===== src/shared/wdt_consts.vh =====
`ifndef WDT_CONSTS_VH
`define WDT_CONSTS_VH

// register map
`define WDT_CTRL_OFFSET 12'h000
`define WDT_ADDR_LSB_MASK 12'h003

// control/status field positions
`define WDT_BIT_IRQ_FLAG 7
`define WDT_BIT_IRQ_ENABLE 6
`define WDT_BIT_SEL_MSB 5
`define WDT_BIT_UNLOCK 4
`define WDT_BIT_RESET_ENABLE 3
`define WDT_BIT_SEL_LO_HI 2
`define WDT_BIT_SEL_LO_LO 0

// reset values
`define WDT_RST_CTRL 8'h00
`define WDT_RST_SEL 4'h0
`define WDT_RST_UNLOCK_CNT 3'h0

// timing
`define WDT_UNLOCK_CYCLES 3'h4
`define WDT_BASE_PERIOD 21'h00_0800
`define WDT_SEL_MAX 4'h9

`endif


===== src/hdl/wdt_timer.v =====
`timescale 1ns/1ps
`default_nettype none
`include "wdt_consts.vh"

// What this block does
// - timeout in interrupt operation sets flag bit 7; taking the vector clears it
// - software writing one to the flag clears it; zero leaves it
// - interrupt requested only when flag, enable bit 6 and global enable are set
// - enable set, reset enable clear: interrupt only on every timeout, never reset
// - both enables set: first timeout sets the flag instead of resetting
// - combined mode: taking the vector clears interrupt enable and flag
// - combined mode: unserviced flag at next timeout gives a system reset
// - fuse clear: none stopped, reset enable alone resets, both interrupt then reset
// - clearing reset enable or changing timeout select needs change unlock bit 4
// - hardware clears change unlock four clock cycles after it was written
// - reset enable bit 3 reads and acts set while reset cause flag is set
// - timeout select: bit 5 is the top bit, bits 2..0 the low bits
// - select codes 0..9 give 2048 doubling to 1048576 oscillator cycles
// - after an unintended watchdog reset the watchdog stays enabled
// - counter advances on oscillator ticks and fires at the selected count
// - programmed fuse forces reset mode: reset enable one, interrupt enable zero
module wdt_timer #(
    parameter CNT_W = 21,
    parameter ADDR_W = 12
) (
    input wire pclk,
    input wire presetn,
    input wire clk_en,
    input wire psel,
    input wire penable,
    input wire pwrite,
    input wire [ADDR_W-1:0] paddr,
    input wire [31:0] pwdata,
    input wire [3:0] pstrb,
    output reg [31:0] prdata,
    output reg pready,
    output reg pslverr,
    input wire osc_tick,
    input wire wdt_restart,
    input wire core_irq_enable,
    input wire irq_vector_taken,
    input wire always_on_fuse,
    input wire watchdog_reset_cause_flag,
    output reg timeout_irq,
    output reg sys_reset_req
);

    reg timeout_irq_flag;
    reg irq_enable_raw;
    reg reset_enable_raw;
    reg change_unlock;
    reg [2:0] unlock_cnt;
    reg [3:0] timeout_select;
    reg [CNT_W-1:0] wdt_count;

    reg next_flag;
    reg next_ie;
    reg next_re;
    reg next_unlock;
    reg [2:0] next_unlock_cnt;
    reg [3:0] next_sel;
    reg [CNT_W-1:0] next_count;
    reg next_reset_req;

    wire addr_hit;
    wire apb_access;
    wire reg_write;
    wire [7:0] wbyte;
    wire timeout_irq_enable;
    wire system_reset_enable;
    wire running;
    wire [3:0] sel_eff;
    wire [CNT_W-1:0] period;
    wire timeout;
    wire combined;
    wire [7:0] ctrl_rd;

    assign addr_hit = (paddr == `WDT_CTRL_OFFSET);
    assign apb_access = psel & penable & pready;
    assign reg_write = apb_access & pwrite & addr_hit & pstrb[0];
    assign wbyte = pwdata[7:0];

    // fuse locks the enables; cause flag holds reset enable
    assign timeout_irq_enable = irq_enable_raw & ~always_on_fuse;
    assign system_reset_enable = reset_enable_raw | always_on_fuse | watchdog_reset_cause_flag;

    // stopped only with both enables off
    assign running = timeout_irq_enable | system_reset_enable;
    assign combined = timeout_irq_enable & system_reset_enable;

    // reserved codes fall back to the longest period so a stray write never shortens it
    assign sel_eff = (timeout_select > `WDT_SEL_MAX) ? `WDT_SEL_MAX : timeout_select;
    assign period = `WDT_BASE_PERIOD << sel_eff;
    // >= so a switch to a shorter period fires at once rather than wrapping
    assign timeout = running & osc_tick & ((wdt_count + 1'b1) >= period);

    assign ctrl_rd = {timeout_irq_flag, timeout_irq_enable, timeout_select[3], change_unlock,
                      system_reset_enable, timeout_select[2:0]};

    always @* begin
        next_flag = timeout_irq_flag;
        next_ie = irq_enable_raw;
        next_re = reset_enable_raw;
        next_unlock = change_unlock;
        next_unlock_cnt = unlock_cnt;
        next_sel = timeout_select;
        next_count = wdt_count;
        next_reset_req = 1'b0;

        // unlock window ages on every enabled clock
        if (change_unlock) begin
            if (unlock_cnt == 3'h1) begin
                next_unlock = 1'b0;
                next_unlock_cnt = `WDT_RST_UNLOCK_CNT;
            end else begin
                next_unlock_cnt = unlock_cnt - 3'h1;
            end
        end

        // hardware clear on vector entry
        if (irq_vector_taken) begin
            next_flag = 1'b0;
            if (combined) begin
                next_ie = 1'b0;
            end
        end

        if (reg_write) begin
            if (wbyte[`WDT_BIT_IRQ_FLAG]) begin
                next_flag = 1'b0;
            end
            next_ie = wbyte[`WDT_BIT_IRQ_ENABLE];
            if (wbyte[`WDT_BIT_RESET_ENABLE]) begin
                next_re = 1'b1;
            end else if (change_unlock) begin
                next_re = 1'b0;
            end
            if (change_unlock) begin
                next_sel = {wbyte[`WDT_BIT_SEL_MSB], wbyte[`WDT_BIT_SEL_LO_HI:`WDT_BIT_SEL_LO_LO]};
            end
            // window only opens with unlock and reset enable written together
            if (wbyte[`WDT_BIT_UNLOCK] & wbyte[`WDT_BIT_RESET_ENABLE]) begin
                next_unlock = 1'b1;
                next_unlock_cnt = `WDT_UNLOCK_CYCLES;
            end
        end

        // counter; restart wins over a tick in the same cycle
        if (wdt_restart | ~running) begin
            next_count = {CNT_W{1'b0}};
        end else if (timeout) begin
            next_count = {CNT_W{1'b0}};
        end else if (osc_tick) begin
            next_count = wdt_count + 1'b1;
        end

        // timeout action; set of the flag wins over any clear this cycle
        if (timeout & ~wdt_restart) begin
            if (always_on_fuse) begin
                next_reset_req = 1'b1;
            end else if (combined) begin
                if (timeout_irq_flag) begin
                    next_reset_req = 1'b1;
                end else begin
                    next_flag = 1'b1;
                end
            end else if (timeout_irq_enable) begin
                next_flag = 1'b1;
            end else begin
                next_reset_req = 1'b1;
            end
        end
    end

    // control and counter state
    always @(posedge pclk or negedge presetn) begin
        if (!presetn) begin
            timeout_irq_flag <= 1'b0;
            irq_enable_raw <= 1'b0;
            reset_enable_raw <= 1'b0;
            change_unlock <= 1'b0;
            unlock_cnt <= `WDT_RST_UNLOCK_CNT;
            timeout_select <= `WDT_RST_SEL;
            wdt_count <= {CNT_W{1'b0}};
            sys_reset_req <= 1'b0;
            timeout_irq <= 1'b0;
        end else if (clk_en) begin
            timeout_irq_flag <= next_flag;
            irq_enable_raw <= next_ie;
            reset_enable_raw <= next_re;
            change_unlock <= next_unlock;
            unlock_cnt <= next_unlock_cnt;
            timeout_select <= next_sel;
            wdt_count <= next_count;
            sys_reset_req <= next_reset_req;
            // registered request, updated on the same clock as the flag
            timeout_irq <= next_flag & next_ie & ~always_on_fuse & core_irq_enable;
        end
    end

    // apb slave: no wait states, pready raised in the first access cycle
    always @(posedge pclk or negedge presetn) begin
        if (!presetn) begin
            pready <= 1'b0;
            pslverr <= 1'b0;
            prdata <= 32'h0000_0000;
        end else if (clk_en) begin
            if (psel & ~penable) begin
                pready <= 1'b1;
                pslverr <= ~addr_hit;
                prdata <= (addr_hit & ~pwrite) ? {24'h00_0000, ctrl_rd} : 32'h0000_0000;
            end else begin
                pready <= 1'b0;
                pslverr <= 1'b0;
                prdata <= 32'h0000_0000;
            end
        end
    end

endmodule // wdt_timer
`default_nettype wire


===== config.mk =====
export PLATFORM = sky130hd
export DESIGN_NAME = wdt_timer
export DESIGN_NICKNAME = d
export VERILOG_FILES = /design/src/hdl/wdt_timer.v
export VERILOG_INCLUDE_DIRS = /design/src /design/src/shared
export SDC_FILE = /design/constraint.sdc
export NUM_CORES = 1
export LEC_CHECK = 0
export ABC_AREA = 1
export BUFFER_PORTS_ARGS = -buffer_cell sky130_fd_sc_hd__buf_2
export CAP_MARGIN = 20
export CORE_MARGIN = 3
export CORE_UTILIZATION = 52
export CTS_CLUSTER_DIAMETER = 150
export DETAILED_ROUTE_END_ITERATION = 6
export MAX_ROUTING_LAYER = met4
export PLACE_DENSITY = 0.81
export SLEW_MARGIN = 20
export SYNTH_ARGS = -nofsm -noshare
export SYNTH_HDL_FRONTEND = slang
export SYNTH_SLANG_ARGS = --single-unit

===== constraint.sdc =====
create_clock -name pclk -period 2.8 [get_ports pclk]
set_input_delay 0.14 -clock pclk [delete_from_list [all_inputs] [get_ports pclk]]
set_output_delay 0.14 -clock pclk [all_outputs]
set_load 0.005 [all_outputs]

==> results.sh <==
export IMPL_status="finished clean"
export IMPL_synth_simple_area_share=0.3600
export IMPL_slew_violations=0
export IMPL_fillers=512
export IMPL_clk_latency_ns=0.31
export IMPL_cts_num_sinks=44
export IMPL_synthMuxAreaShare=0
export IMPL_cts_htree_levels=2
export IMPL_grt_use_total=0.2124
export IMPL_worst_slew_pin_slew_ns=0.9529
export IMPL_antenna_cells=0
export IMPL_crit_start="wdt_count[0]$_DFFE_PN0P_"
export IMPL_worst_setup_path_start_kind="register"
export IMPL_multi_input_area_um2=1670
export IMPL_synthFlopType="dfrtp_1"
export IMPL_seqCellArea_um2=1101
export IMPL_yosysSeqAreaShare=0.3592
export IMPL_synth_top_area_cell="dfrtp_1"
export IMPL_wl_per_cell_um=12.03
export IMPL_cts_tree="yes"
export IMPL_synth_top_area_share=0.3592
export IMPL_critPathArrivalTime_ns=2.80
export IMPL_final_area_um2=3463
export IMPL_rsz0062_at_grt="no"
export IMPL_synth_seq_cells=44
export IMPL_hold_viol=0
export IMPL_power_leakage_uw=0.001952
export IMPL_ff2ff_path_depth=17
export IMPL_path_clk_slew_ns=0.09
export IMPL_r2r_start="wdt_count[0]$_DFFE_PN0P_"
export IMPL_hold_path_class="in2reg"
export IMPL_min_path_cells=3
export IMPL_grt_pass1_wl_mm=11.02
export IMPL_cp_data_required_time_ns=3.04
export IMPL_ctsLongestPathBuffers=2
export IMPL_synth_compound_area_frac=0.04857
export IMPL_die_y_um=82.78
export IMPL_r2r_slack_ns=0.24
export IMPL_start_util=0.5466
export IMPL_min_period_over_period=0.9125
export IMPL_syn_inst=412
export IMPL_dieArea_um2=6853
export IMPL_viasPerCell=5.041
export IMPL_layout_commonest_cell="nand2_1"
export IMPL_synth_top_family_by_area="simple AND/OR/NAND/NOR gates"
export IMPL_whs_endpoint="timeout_select[2]$_DFFE_PN0P_"
export IMPL_synth_cell_type_count=38
export IMPL_drive_gt1_frac=0.1783
export IMPL_powerDensity_nw_per_um2=420.4
export IMPL_vias=2682
export IMPL_coreArea_um2=5608
export IMPL_setup_viol=0
export IMPL_critical_path_class="reg2reg"
export IMPL_cts_made_buffers=5
export IMPL_io_pins=96
export IMPL_path_common_cell="nand2_1"
export IMPL_gp_congestion=0.8056
export IMPL_vdd_drop_max_v=0.0002423
export IMPL_tns_ns=0
export IMPL_dpl_hpwl_mm=4.787
export IMPL_grt_start_max_net_pins=45
export IMPL_drt_total_wl_mm=6.398
export IMPL_synthesis_area_um2=3065
export IMPL_post_cts_buffers=0
export IMPL_core_rowCount=27
export IMPL_holdWs_ns=0.04406
export IMPL_max_freq_mhz=391.4
export IMPL_synth_area_leaders="dfrtp_1, nand2_1, buf_4"
export IMPL_drtPass1Iterations=4
export IMPL_critPathMaxStageDelay_ns=0.40
export IMPL_first_iter_violations=173
export IMPL_period_needed_ns=2.555
export IMPL_antenna_found_initial=0
export IMPL_synth_edf_count=0
export IMPL_crit_chain="ha_4 > nand3_2 > inv_2 > nand4_1 > xor2_1 > inv_1 > ha_1 > nand2_1 > inv_1 > a21oi_1 > nand2_1 > nand2_1 > nand2_1 > nand2_2 > buf_12 > nand3_1 > nand2_1"
export IMPL_place_area_um2=3277
export IMPL_nNetsFinal=533
export IMPL_yosys_warnings=0
export IMPL_mostFrequentLayoutCells="nand2_1, dfrtp_1, buf_2"
export IMPL_avgSynthCellArea_um2=7.440
export IMPL_area_delta_synth_final_pct=12.98
export IMPL_critPathSlowestCell="dfrtp_1"
export IMPL_cp_max_fo=21
export IMPL_clk_root_buffer_cell="clkbuf_8"
export IMPL_end_kind="register"
export IMPL_maxSlewHeadroom=0.3646
export IMPL_synth_adder_area_share=0.05714
export IMPL_drc=0
export IMPL_synth_xor_area_share=0.04490
export IMPL_clock_skew_ns=0.007077
export IMPL_cap_violations=0
export IMPL_io_buffers=44
export IMPL_reg2reg_to="wdt_count[3]$_DFFE_PN0P_"
export IMPL_ant_nets=0
export IMPL_grt_pass1_vias=2583
export IMPL_fp_dieW_um=82.78
export IMPL_gr_total_overflow=0
export IMPL_hold_start="pwdata[2]"
export IMPL_async_flop_share=1.000
[layer usage]
layer | track usage | wire length (um) | up-vias
li1 | - | - | 1358
met1 | 0.2544 | 2919 | 1240
met2 | 0.3694 | 3062 | 77
met3 | 0.03564 | 353 | 7
met4 | 0.05882 | 62 | 0
met5 | - | 0 | -
[stage by stage]
stage | cells | worst slack (ns) | util | total power, uW
floorplan | 435 | 0.3679 | - | 748.9
global placement | 523 | 0.2662 | 0.5843 | 777.4
detailed placement | 523 | 0.1614 | 0.5843 | 781.4
CTS | 531 | 0.1214 | 0.6127 | 1460
global route | 532 | 0.002341 | 0.6176 | 1513
finish | 532 | 0.2450 | 0.6176 | 1456
[critical path: cells and delay by family (launching register included)]
family	cells	cell delay, ns
and+or+nand+nor	9	0.85
buffers and inverters	4	0.41
adders and majority gates	2	0.50
DFF	1	0.40
AOI/OAI and AO/OA	1	0.13
xor gates and xnor gates	1	0.19
[sequential cells by signal, indices dropped and copies added (netlist names), 3 cells and up]
name            flops
prdata              8
timeout_select      4
unlock_cnt          3
wdt_count          21
[cell families after synthesis]
kind of cell / Yosys count
flip-flops: 44
other: 1
AO/OA/AOI/OAI: 24
AND/OR/NAND/NOR: 238
buffers and inverters: 77
XOR/XNOR: 14
adder cells (fa/ha/maj): 14
[repair_timing]
item | 4_1_cts | 5_1_grt
hold endpoints to repair | 0 | 44
resized for setup | 0 | 4
endpoints found under the setup margin | 0 | 21
hold buffers | 0 | 1
[synth_stat cells, types with 4 or more instances]
| cell type | number |
|---|---|
| dfrtp_1 | 44 |
| ha_1 | 14 |
| inv_1 | 40 |
| nor3_1 | 7 |
| nor2_1 | 31 |
| buf_4 | 25 |
| a32o_1 | 4 |
| inv_2 | 4 |
| nand4_1 | 14 |
| xor2_1 | 10 |
| o21ai_0 | 14 |
| nand3_1 | 29 |
| nand2_1 | 135 |
[area by class of cell]
cell class                      instances  share of cell area
Clock inverter                          3             0.02601
Multi-Input combinational cell        314              0.4823
Sequential cell                        44              0.3179
Inverter                               46             0.05058
Timing Repair Buffer                   48             0.07731
Tap cell                               72             0.02601
Clock buffer                            5             0.01987
[worst max path at each step]
stage                           endpoint  slack (ns)  cells after the start
3_3_place_gp   wdt_count[14]$_DFFE_PN0P_        0.27                     17
4_1_cts         wdt_count[4]$_DFFE_PN0P_        0.12                     17
3_5_place_dp    wdt_count[6]$_DFFE_PN0P_        0.16                     17
2_1_floorplan  wdt_count[16]$_DFFE_PN0P_        0.37                     17
6_report        wdt_count[3]$_DFFE_PN0P_        0.24                     17
5_1_grt        wdt_count[14]$_DFFE_PN0P_       0.002                     16
[where the power goes]
part | total [uW] | switching, uW | internal (uW) | leakage [uW]
clock | 683 | 237 | 446 | 0.0000784
sequential | 654 | 9.37 | 645 | 0.000584
combinational | 119 | 77.2 | 41.6 | 0.00129
total | 1460 | 323 | 1130 | 0.00195
Note: power is estimated with default switching activity, not from simulation.
